$ cat src/hcfd_pkg.sv
// Constants, field masks and bus carrier types for the host command flag decoder.
// Notes on behaviour
// RULE1: Restart bit restarts stack, re-reads configuration, drops all connections at once.
// RULE2: Inhibit bit forbids opening connections and closes the open ones.
// RULE3: Permit and inhibit together in one write: permit wins, inhibit ignored.
// RULE4: Tool erase deletes tool flash configuration, then clears flash flag, keeps running.
// RULE5: Host must reset the device after tool erase to start unconfigured.
// RULE6: Store bit writes host-modified ranges 100-199 and 300-987 into flash.
// RULE7: Store with tool configuration still present is answered with an exception.
// RULE8: A stored configuration takes effect only at restart, reset or power cycle.
// RULE9: Lock bit makes configuration register writes raise exceptions; lock flag shown.
// RULE10: Unlock bit removes configuration write protection and updates lock flag.
// RULE11: Lock and unlock together in one write: unlock wins.
// RULE12: Watchdog enable bit activates the watchdog and sets its status flag.
// RULE13: Watchdog disable bit deactivates the watchdog and updates its status flag.
// RULE14: Watchdog enable and disable together: disable wins.
// RULE15: Host erase deletes stored host copy, then clears host flag, keeps configuration.
// RULE16: Host erase leaves the stack's own persistent data untouched.
// RULE17: Host always writes zero to reserved bit 13.
// RULE18: Bit 14 or 15 set: whole word is a fieldbus code, no flag decode.
// RULE19: Fieldbus codes honoured only with PROFINET IO device firmware, else unsupported.
// RULE20: Flags clear automatically after execution; a write of zero is ignored.
// RULE21: While permit is in force the firmware tries to open connections.
// RULE22: Bit 0 causes an immediate device reset with no response to the host.
// RULE23: One written word is decoded atomically, all flags resolved together.
// RULE24: Each flag stays set until its action has fully completed.
package hcfd_pkg;

    localparam logic [15:0] HCFD_CMD_ADDR      = 16'h07CF;
    localparam logic [15:0] HCFD_ZERO          = 16'h0000;

    localparam logic [15:0] HCFD_M_RESET       = 16'h0001;
    localparam logic [15:0] HCFD_M_PERMIT      = 16'h0008;
    localparam logic [15:0] HCFD_M_RESTART     = 16'h0010;
    localparam logic [15:0] HCFD_M_INHIBIT     = 16'h0020;
    localparam logic [15:0] HCFD_M_TOOL_ERASE  = 16'h0040;
    localparam logic [15:0] HCFD_M_STORE       = 16'h0080;
    localparam logic [15:0] HCFD_M_LOCK        = 16'h0100;
    localparam logic [15:0] HCFD_M_UNLOCK      = 16'h0200;
    localparam logic [15:0] HCFD_M_WDOG_EN     = 16'h0400;
    localparam logic [15:0] HCFD_M_WDOG_DIS    = 16'h0800;
    localparam logic [15:0] HCFD_M_HOST_ERASE  = 16'h1000;
    localparam logic [15:0] HCFD_M_RESERVED    = 16'h2000;
    localparam logic [15:0] HCFD_M_FIELDBUS    = 16'hC000;

    localparam logic [15:0] HCFD_CFG_A_LO      = 16'h0064;
    localparam logic [15:0] HCFD_CFG_A_HI      = 16'h00C7;
    localparam logic [15:0] HCFD_CFG_B_LO      = 16'h012C;
    localparam logic [15:0] HCFD_CFG_B_HI      = 16'h03DB;

    typedef struct packed {
        logic        wr;
        logic        rd;
        logic [15:0] addr;
        logic [15:0] wdata;
    } hcfd_bus_req_t;

    typedef struct packed {
        logic        ack;
        logic        exc;
        logic [15:0] rdata;
    } hcfd_bus_rsp_t;

endpackage

$ cat src/hcfd_job.sv
// Pending tracker for one long-running command: one request pulse, busy until done.
`timescale 1ns/10ps
module hcfd_job (
    // Clock and reset
    input  wire logic clk,
    input  wire logic nrst,
    // Control
    input  wire logic start,
    input  wire logic done,
    // Status
    output logic      busy,
    output logic      req
);
    typedef struct packed {
        logic busy;
        logic req;
    } hcfd_job_st_t;

    hcfd_job_st_t st_r;
    hcfd_job_st_t st_nxt;

    always_comb begin
        st_nxt = st_r;
        st_nxt.req = 1'b0;
        if (st_r.busy && done) begin
            st_nxt.busy = 1'b0; // RULE24
        end
        // A start while the same job is pending is absorbed by it.
        if (start && !st_r.busy) begin
            st_nxt.busy = 1'b1;
            st_nxt.req  = 1'b1;
        end
    end

    always_ff @(posedge clk) begin
        if (!nrst) begin
            st_r <= '0;
        end else begin
            st_r <= st_nxt;
        end
    end

    assign busy = st_r.busy;
    assign req  = st_r.req;
endmodule

$ cat src/hcfd_range.sv
// Inclusive address window match.
`timescale 1ns/10ps
module hcfd_range #(
    parameter logic [15:0] LO = 16'h0000,
    parameter logic [15:0] HI = 16'hFFFF
) (
    // Address under test
    input  wire logic [15:0] addr,
    // Match
    output logic             hit
);
    assign hit = (addr >= LO) && (addr <= HI);
endmodule

$ cat src/hcfd_top.sv
// Command flag word decoder with status flags and action requests.
`timescale 1ns/10ps
module hcfd_top (
    // Clock and reset
    input  wire logic                   clk,
    input  wire logic                   nrst,
    // Host register access
    input  wire hcfd_pkg::hcfd_bus_req_t bus_req,
    output hcfd_pkg::hcfd_bus_rsp_t     bus_rsp,
    // Firmware environment
    input  wire logic                   fw_is_profinet,
    input  wire logic                   tool_config_loaded,
    input  wire logic                   tool_erase_done,
    input  wire logic                   store_done,
    input  wire logic                   host_erase_done,
    // Immediate actions
    output logic                        device_reset_req,
    output logic                        stack_restart_req,
    output logic                        conn_drop_req,
    output logic                        net_open_enable,
    // Status flags
    output logic                        watchdog_active,
    output logic                        config_write_lock,
    output logic                        flash_config_present_flag,
    output logic                        host_config_present_flag,
    output logic                        active_config_is_host,
    // Flash jobs
    output logic                        tool_erase_req,
    output logic                        store_req,
    output logic                        host_erase_req,
    // Fieldbus specific command
    output logic                        fb_cmd_valid,
    output logic [15:0]                 fb_cmd_code
);
    import hcfd_pkg::*;

    typedef struct packed {
        logic          dev_reset;
        logic          restart;
        logic          drop;
        logic          net_open;
        logic          wdg;
        logic          lock;
        logic          flash_cfg;
        logic          host_cfg;
        logic          act_host;
        logic [15:0]   shown;
        logic          fb_valid;
        logic [15:0]   fb_code;
        hcfd_bus_rsp_t rsp;
    } hcfd_state_t;

    hcfd_state_t st_r;
    hcfd_state_t st_nxt;

    logic        in_cfg_a;
    logic        in_cfg_b;
    logic        tool_busy;
    logic        store_busy;
    logic        herase_busy;
    logic        tool_start;
    logic        store_start;
    logic        herase_start;
    logic        tool_fin;
    logic        store_fin;
    logic        herase_fin;
    logic [15:0] w;
    logic        cmd_hit;
    logic        cfg_hit;

    assign w       = bus_req.wdata;
    assign cmd_hit = bus_req.addr == HCFD_CMD_ADDR;
    assign cfg_hit = in_cfg_a || in_cfg_b;

    assign tool_fin   = tool_busy && tool_erase_done;
    assign store_fin  = store_busy && store_done;
    assign herase_fin = herase_busy && host_erase_done;

    hcfd_range #(
        .LO (HCFD_CFG_A_LO),
        .HI (HCFD_CFG_A_HI)
    ) u_range_a (
        .addr (bus_req.addr),
        .hit  (in_cfg_a)
    );

    hcfd_range #(
        .LO (HCFD_CFG_B_LO),
        .HI (HCFD_CFG_B_HI)
    ) u_range_b (
        .addr (bus_req.addr),
        .hit  (in_cfg_b)
    );

    hcfd_job u_tool_job (
        .clk   (clk),
        .nrst  (nrst),
        .start (tool_start),
        .done  (tool_erase_done),
        .busy  (tool_busy),
        .req   (tool_erase_req)
    );

    hcfd_job u_store_job (
        .clk   (clk),
        .nrst  (nrst),
        .start (store_start),
        .done  (store_done),
        .busy  (store_busy),
        .req   (store_req)
    );

    hcfd_job u_herase_job (
        .clk   (clk),
        .nrst  (nrst),
        .start (herase_start),
        .done  (host_erase_done),
        .busy  (herase_busy),
        .req   (host_erase_req)
    );

    always_comb begin
        st_nxt           = st_r;
        st_nxt.dev_reset = 1'b0;
        st_nxt.restart   = 1'b0;
        st_nxt.drop      = 1'b0;
        st_nxt.fb_valid  = 1'b0;
        st_nxt.rsp.ack   = 1'b0;
        st_nxt.rsp.exc   = 1'b0;
        st_nxt.rsp.rdata = HCFD_ZERO;
        // Immediate flags complete within the cycle they are shown in.
        st_nxt.shown     = HCFD_ZERO; // RULE20
        tool_start       = 1'b0;
        store_start      = 1'b0;
        herase_start     = 1'b0;

        // Job completions update the status flags; a fresh set wins over a clear.
        if (tool_fin) begin
            st_nxt.flash_cfg = 1'b0; // RULE4
        end
        if (tool_config_loaded) begin
            st_nxt.flash_cfg = 1'b1;
        end
        if (herase_fin) begin
            st_nxt.host_cfg = 1'b0; // RULE15
        end
        if (store_fin) begin
            st_nxt.host_cfg = 1'b1; // RULE6
        end

        if (bus_req.rd) begin
            st_nxt.rsp.ack = 1'b1;
            if (cmd_hit) begin
                // Pending jobs keep their bits visible until done.
                st_nxt.rsp.rdata = st_r.shown
                                 | (tool_busy   ? HCFD_M_TOOL_ERASE : HCFD_ZERO)
                                 | (store_busy  ? HCFD_M_STORE      : HCFD_ZERO)
                                 | (herase_busy ? HCFD_M_HOST_ERASE : HCFD_ZERO); // RULE24
            end
        end else if (bus_req.wr && cfg_hit) begin
            st_nxt.rsp.ack = 1'b1;
            st_nxt.rsp.exc = st_r.lock; // RULE9
        end else if (bus_req.wr && cmd_hit) begin
            if (w == HCFD_ZERO) begin
                st_nxt.rsp.ack = 1'b1; // RULE20
            end else if ((w & HCFD_M_FIELDBUS) != HCFD_ZERO) begin
                // The whole word is a code; the low bits carry no flags.
                st_nxt.rsp.ack = 1'b1; // RULE18
                if (fw_is_profinet) begin
                    st_nxt.fb_valid = 1'b1; // RULE19
                    st_nxt.fb_code  = w;
                end else begin
                    st_nxt.rsp.exc  = 1'b1; // RULE19
                end
            end else if ((w & HCFD_M_RESET) != HCFD_ZERO) begin
                // The reset preempts the rest of the word and sends no answer.
                st_nxt.dev_reset = 1'b1; // RULE22
                st_nxt.drop      = 1'b1; // RULE22
                st_nxt.act_host  = st_r.host_cfg; // RULE8
            end else begin
                // All flags of one word are resolved in this single evaluation.
                st_nxt.rsp.ack = 1'b1; // RULE23
                // Reserved bit 13 is neither decoded nor shown.
                st_nxt.shown   = w & ~(HCFD_M_RESERVED | HCFD_M_TOOL_ERASE
                                     | HCFD_M_STORE | HCFD_M_HOST_ERASE); // RULE17
                if ((w & HCFD_M_RESTART) != HCFD_ZERO) begin
                    st_nxt.restart  = 1'b1; // RULE1
                    st_nxt.drop     = 1'b1; // RULE1
                    st_nxt.act_host = st_r.host_cfg; // RULE8
                end
                if ((w & HCFD_M_PERMIT) != HCFD_ZERO) begin
                    st_nxt.net_open = 1'b1; // RULE21 RULE3
                end else if ((w & HCFD_M_INHIBIT) != HCFD_ZERO) begin
                    st_nxt.net_open = 1'b0; // RULE2
                    st_nxt.drop     = 1'b1; // RULE2
                end
                if ((w & HCFD_M_UNLOCK) != HCFD_ZERO) begin
                    st_nxt.lock = 1'b0; // RULE10 RULE11
                end else if ((w & HCFD_M_LOCK) != HCFD_ZERO) begin
                    st_nxt.lock = 1'b1; // RULE9
                end
                if ((w & HCFD_M_WDOG_DIS) != HCFD_ZERO) begin
                    st_nxt.wdg = 1'b0; // RULE13 RULE14
                end else if ((w & HCFD_M_WDOG_EN) != HCFD_ZERO) begin
                    st_nxt.wdg = 1'b1; // RULE12
                end
                // Tool erase never restarts; the host resets the device afterwards.
                tool_start = (w & HCFD_M_TOOL_ERASE) != HCFD_ZERO; // RULE4 RULE5
                if ((w & HCFD_M_STORE) != HCFD_ZERO) begin
                    if (st_r.flash_cfg) begin
                        st_nxt.rsp.exc = 1'b1; // RULE7
                    end else begin
                        store_start = 1'b1; // RULE6
                    end
                end
                // Only the host copy is erased; stack persistent data is not addressed.
                herase_start = (w & HCFD_M_HOST_ERASE) != HCFD_ZERO; // RULE15 RULE16
            end
        end else if (bus_req.wr) begin
            st_nxt.rsp.ack = 1'b1;
        end
    end

    always_ff @(posedge clk) begin
        if (!nrst) begin
            st_r <= '0;
        end else begin
            st_r <= st_nxt;
        end
    end

    assign bus_rsp                   = st_r.rsp;
    assign device_reset_req          = st_r.dev_reset;
    assign stack_restart_req         = st_r.restart;
    assign conn_drop_req             = st_r.drop;
    assign net_open_enable           = st_r.net_open;
    assign watchdog_active           = st_r.wdg;
    assign config_write_lock         = st_r.lock;
    assign flash_config_present_flag = st_r.flash_cfg;
    assign host_config_present_flag  = st_r.host_cfg;
    assign active_config_is_host     = st_r.act_host;
    assign fb_cmd_valid              = st_r.fb_valid;
    assign fb_cmd_code               = st_r.fb_code;
endmodule

$ cat config.mk
export PLATFORM = sky130hd
export DESIGN_NAME = hcfd_top
export DESIGN_NICKNAME = d
export VERILOG_FILES = /design/src/hcfd_pkg.sv /design/src/hcfd_job.sv /design/src/hcfd_range.sv /design/src/hcfd_top.sv
export SDC_FILE = /design/constraint.sdc
export NUM_CORES = 1
export LEC_CHECK = 0
export ABC_AREA = 1
export BUFFER_PORTS_ARGS = -buffer_cell sky130_fd_sc_hd__buf_2
export CELL_PAD_IN_SITES_DETAIL_PLACEMENT = 1
export CELL_PAD_IN_SITES_GLOBAL_PLACEMENT = 1
export CORE_ASPECT_RATIO = 0.75
export CORE_MARGIN = 5
export CORE_UTILIZATION = 35
export CTS_CLUSTER_DIAMETER = 200
export CTS_CLUSTER_SIZE = 10
export DETAILED_ROUTE_END_ITERATION = 8
export HOLD_SLACK_MARGIN = 0.15
export PLACE_DENSITY = 0.8
export SLEW_MARGIN = 20
export SYNTH_ARGS = -nofsm -noshare
export SYNTH_HDL_FRONTEND = slang
export SYNTH_SLANG_ARGS = --single-unit
$ cat constraint.sdc
create_clock -name clk -period 2.3 [get_ports clk]
set_input_delay 0.23 -clock clk [delete_from_list [all_inputs] [get_ports clk]]
set_output_delay 0.23 -clock clk [all_outputs]
set_load 0.01 [all_outputs]
Word-level counts from Yosys, hierarchy flattened. Index checks and enable logic that the tools add are counted. W data, S select, Z words.

Input port bits: 41. Logic and storage cells: 128. Register bits: 66. Output and inout port bits: 47.

Bitwise operators: 10. Order comparisons: 4. Eq/ne operators: 1. Reduce and logical (&&, ||, !) cells: 35. Muxes and demuxes: 56.

Operators with widths (number): $mux W1 (44); $reduce_and A7 Y1 (3); $reduce_bool A2 Y1 (9); $mux W17 (1); $eq A16 B11 Y1 const B (1); $ge A16 B7 Y1 const B (1); $ge A16 B9 Y1 const B (1); $le A16 B10 Y1 const B (1); $le A16 B8 Y1 const B (1); $logic_not A16 Y1 (1); $mux W2 (8); $or A16 B13 Y16 (1); $or A16 B7 Y16 (1); $or A16 B8 Y16 (1); $reduce_bool A16 Y1 (1); $mux W13 (1); $reduce_and A6 Y1 (2); $reduce_or A6 Y1 (2); $logic_and A1 B1 Y1 (10); $mux W8 (1); $mux W7 (1); $not A1 Y1 (7); $reduce_or A7 Y1 (1); $logic_not A1 Y1 (3); 3 further kinds (3).

Depth between registers and ports, before layout.
Depth after elaboration: 10. Mapped depth: 11. Gate-level depth less buffers: 11.

Modules after synthesis. From an unflattened synthesis, not the netlist that was laid out.

Cells, all modules: 410. Area total of the unflattened synthesis: 2750.1 µm².

By module, submodules not included: hcfd_top (cells each 345, seq. area each 1041.0 µm², area an instance 2374.8 µm², instances 1); hcfd_job (cells each 8, seq. area each 40.0 µm², area an instance 70.1 µm², instances 3); hcfd_range (u_range_b) (cells each 21, seq. area each 0.0 µm², area an instance 88.8 µm², instances 1); hcfd_range (u_range_a) (cells each 20, seq. area each 0.0 µm², area an instance 76.3 µm², instances 1).

Worst setup path after synthesis. No wires, ideal clock.

Path kind: input to register. Start: input port bus_req[20] (netlist bit). End: register st_r, in the netlist fb_cmd_code[12]. Data arrival time: 1.206 ns. Setup time: 0.146 ns. Stages: 9. Data required time: 2.154 ns. Setup slack: 0.947 ns. Path buffers: 1. Cells stage by stage: nor2_1 > nand2_1 > nor2_2 > nand3_2 > nor2_4 > nand2_2 > buf_2 > nor2_1 > a211oi_2.

Longest elaborated chain between the ends: 6. Elaborated cells on any way between the ends: 12. Those cells by class: order compare (4); eq/ne (1); bitwise (1); reduce/logical (6).

RTL lines: start: declaration (line hcfd_top.sv:8) `input wire hcfd_pkg::hcfd_bus_req_t bus_req,`; $ge A16 B7 Y1 (tied with other cells) (line hcfd_range.sv:12) `assign hit = (addr >= LO) && (addr <= HI);`; $logic_and A1 B1 Y1 (line hcfd_range.sv:12); $logic_or A1 B1 Y1 (line hcfd_top.sv:73) `assign cfg_hit = in_cfg_a || in_cfg_b;`; $logic_and A1 B1 Y1 (line hcfd_top.sv:160) `end else if (bus_req.wr && cfg_hit) begin`; $not A1 Y1 (no line); $reduce_and A6 Y1 (no line) (*); end signal: assignment (line hcfd_top.sv:228) `st_r <= st_nxt;`; end: declaration (line hcfd_top.sv:53) `hcfd_state_t st_r;`.

Mark *: on every way between the ends. The rest lies on a longest branch, timed or not. A chain may end at the register's enable or synchronous reset.

Worst setup path after layout.
Start: input port bus_req[12] (netlist bit). End: register st_r[39] (netlist bit).

Longest elaborated chain between the ends: 2.

RTL lines: $logic_not A16 Y1 (line hcfd_top.sv:164) `if (w == HCFD_ZERO) begin`; $reduce_or A7 Y1 (no line).

No other way between the ends.

==> summary.txt <==
Detailed routing
  • Pre-antenna DRT Iters: 4
  • DRC violation count after routing: 0
  • Sum of met3 wire segment lengths after detailed routing: 590 um
  • Via count: 2,272
  • Vias/cell: between 4 and 5
  • Drt total wl: 6820 um
  • Number of DRC markers after the initial detailed-route iteration: approximately 70
  • ANT nets after route: 0
  • Met1 routed wirelength after detailed routing: 2930 um
  • Top metal layer carrying routed signals: met4
  • Met2 Routed Length: roughly 3200 um
  • Average wire per cell in the routed design: 13.3 um

Final layout
  • Area growth syn-to-layout: 19.9%
  • Core occupancy in the finished layout: 0.430
  • Post-route insts no fill: 513
  • Finished layout cell area: 3150 um^2
  • Fraction of final layout cells sized beyond drive strength 1: 0.303
  • Antenna cell count: 0
  • Most frequent cells in the layout: 85 x buf_2, 78 x nor2_1, 58 x inv_1, 58 x dfxtp_1, 33 x nand2_1
  • Net count reported at finish: approximately 450
  • Most common cell after layout, fill and taps aside: buf_2

STA
  • Setup TNS: 0 ns
  • Fmax: 587 MHz
  • Slew at the pin closest to its max-slew limit: around 0.69 ns
  • Tmin final: 1.70 ns
  • Final setup violation count: 0
  • Max Slew Vio Count: 0
  • Fin worst setup slack: 0.597 ns
  • Setup repair after global routing missed its margin: no
  • Remaining max-slew budget at the tightest pin: 0.539
  • Worst hold slack after final layout: 0.172 ns
  • Worst setup skew after layout: 0.00398 ns
  • Final-report hold violation count: 0
  • Post-route fraction of the period consumed by the critical path: 0.741

Hold path
  • Launch point of the worst hold path: bus_req[9]
  • Tightest Hold Check Type: primary input to register
  • End of the worst hold path: st_r[44]
  • Number of cells traversed by the worst hold path: 3

Synth
  • Synth cell types: 30
  • Synthesized instance count: 343
  • Largest cells by area after synthesis: dfxtp_1 44%, nor2_1 11%, buf_4 9.7%, inv_1 8.3%, a211oi_2 7.1%
  • Mean cell area of the mapped netlist: 7.66 um^2
  • Part of the Yosys area used for sequential elements: 0.442
  • Cell area after synthesis: 2630 um^2
  • Fraction of post-synthesis cell area in the top cell type by area: 0.442
  • Largest area contributor in the netlist: dfxtp_1
  • Flops & latches, synth: 58
  • Synth warnings: 0

GRT
  • Largest net degree at the start of global routing: 33
  • Number of antenna violations at the first check in global routing: 0
  • Number of global-route vias before repair: 2,385
  • First-pass GRT wire length: 11,200 um
  • Total congestion overflow: 0
  • Aggregate global-route resource usage: 0.157

Setup path
  • Critical Path Source Type: primary input
  • Register-to-register path setup slack: 1.20 ns
  • Worst r2r src: flash_config_present_flag
  • Endpoint kind of the worst setup timing path: register
  • Signal arrival time at the worst endpoint: approximately 2 ns
  • Required time reported for the critical path endpoint: 2.57 ns
  • Worst setup path category: primary input to register
  • Number of cells traversed by the worst register-to-register path: 4
  • End of the worst register-to-register path: u_store_job.busy
  • Crit path max fanout: 7

Floorplan
  • X dimension of the die: about 110 um
  • Row cnt: 27
  • Placeable Area: 7330 um^2
  • Number of primary I/O pins: 88
  • Die Y: 85.0 um
  • Total die area: 9360 um^2
  • Initial core utilization: 0.358

Power and ir drop
  • Final total power: 2.07 mW
  • Maximum vdd drop: 304 uV
  • Leakage power figure: ~1.5 nW
  • Areal power density over the cells: 656 nW/um^2

Place
  • RD Place Congestion: 0.848
  • Number of buffers inserted by port buffering: 85
  • Estimated wirelength of the detail-placed design: 5450 um
  • Worst Setup Slack post-DPL: 0.355 ns
  • Cell count after placement: 491
  • Area after DPL: 2900 um^2

Clock tree
  • CTS tree: done
  • Root buffer cell: clkbuf_8
  • H-tree level count: 3
  • Deepest clock path buffer count: 2
  • Post CTS Setup Buffer Count: 0
  • CTS Buf Count: 9
  • Number of sinks handled by clock tree synthesis: between 50 and 60
  • Source-to-sink clock delay at the later pin of the worst-skew pair: 0.34 ns
  • Clock transition at the register clock pins on the worst setup and hold paths after CTS: around 0.070 ns

Outcome
  • Result of the run: finished, final reports clean

Run
  • Reported max-cap violation count: 0
cell families after synthesis:
logic type             after synthesis  share of synthesized area
AO/OA/AOI/OAI                       29                      0.102
buffers and inverters              101                      0.200
flip-flops                          58                      0.442
other                                1                    0.00143
AND/OR/NAND/NOR                    154                      0.255
synth_stat cells (all sizes together):
| cell type | number |
|---|---|
| a211oi | 15 |
| nor3 | 3 |
| buf | 38 |
| nand4 | 8 |
| nor3b | 1 |
| nand3 | 23 |
| o2bb2ai | 1 |
| nand2 | 34 |
| a21oi | 7 |
| dfxtp | 58 |
| a21boi | 1 |
| and3 | 1 |
| and2 | 1 |
| clkbuf | 4 |
| o21ai | 4 |
| nor4 | 1 |
| conb | 1 |
| nor2 | 81 |
| a31oi | 1 |
| inv | 59 |
| or3 | 1 |
per-layer routing:
metal,vias to the layer above,GRT usage
met4,0,0.0476
met2,71,0.263
met3,7,0.0593
li1,1157,-
met5,-,0
met1,1037,0.186
power by group:
| group | switching [mW] | total, mW | leakage, nW | internal, mW |
|---|---|---|---|---|
| clock network | 0.424 | 0.921 | 0.0990 | 0.497 |
| registers | 0.00230 | 1.01 | 0.468 | 1.01 |
| logic | 0.0853 | 0.136 | 0.912 | 0.0505 |
| total | 0.511 | 2.07 | 1.48 | 1.56 |
worst max path at each step:
stage                      from                to  slack (ns)  cells past startpoint
detailed placement  bus_req[21]    fb_cmd_code[7]        0.36                      9
finish              bus_req[12]          st_r[39]        0.60                      9
floorplan           bus_req[20]   fb_cmd_code[12]        0.95                      9
global route        bus_req[12]  device_reset_req        0.45                      9
global placement    bus_req[20]    fb_cmd_code[5]        0.45                      9
CTS                 bus_req[12]          st_r[39]        0.60                      9
what timing repair did:
action | CTS | global route
gates resized for setup | 0 | 0
endpoints found under the hold margin | 6 | 0
hold buffers | 6 | 0
worst max-delay path, stage by stage:
cell and delay [ns]:
dlygate4sd3_1 0.54, buf_2 0.15, inv_1 0.07, nand3_1 0.08, nor2_1 0.05, a21oi_2 0.25, and2_1 0.27, nand3_2 0.19
nor2_1 0.15
cell type report:
type / count / area [um^2]
multi-input cells: 187 / 953
clock inverters: 7 / 70.1
clock buffers: 9 / 124
flip-flops and latches: 58 / 1160
fillers: 975 / 4180
inverters: 59 / 221
repair buffers: 92 / 493
well taps: 101 / 126
Power figures use the tool's default switching activity.
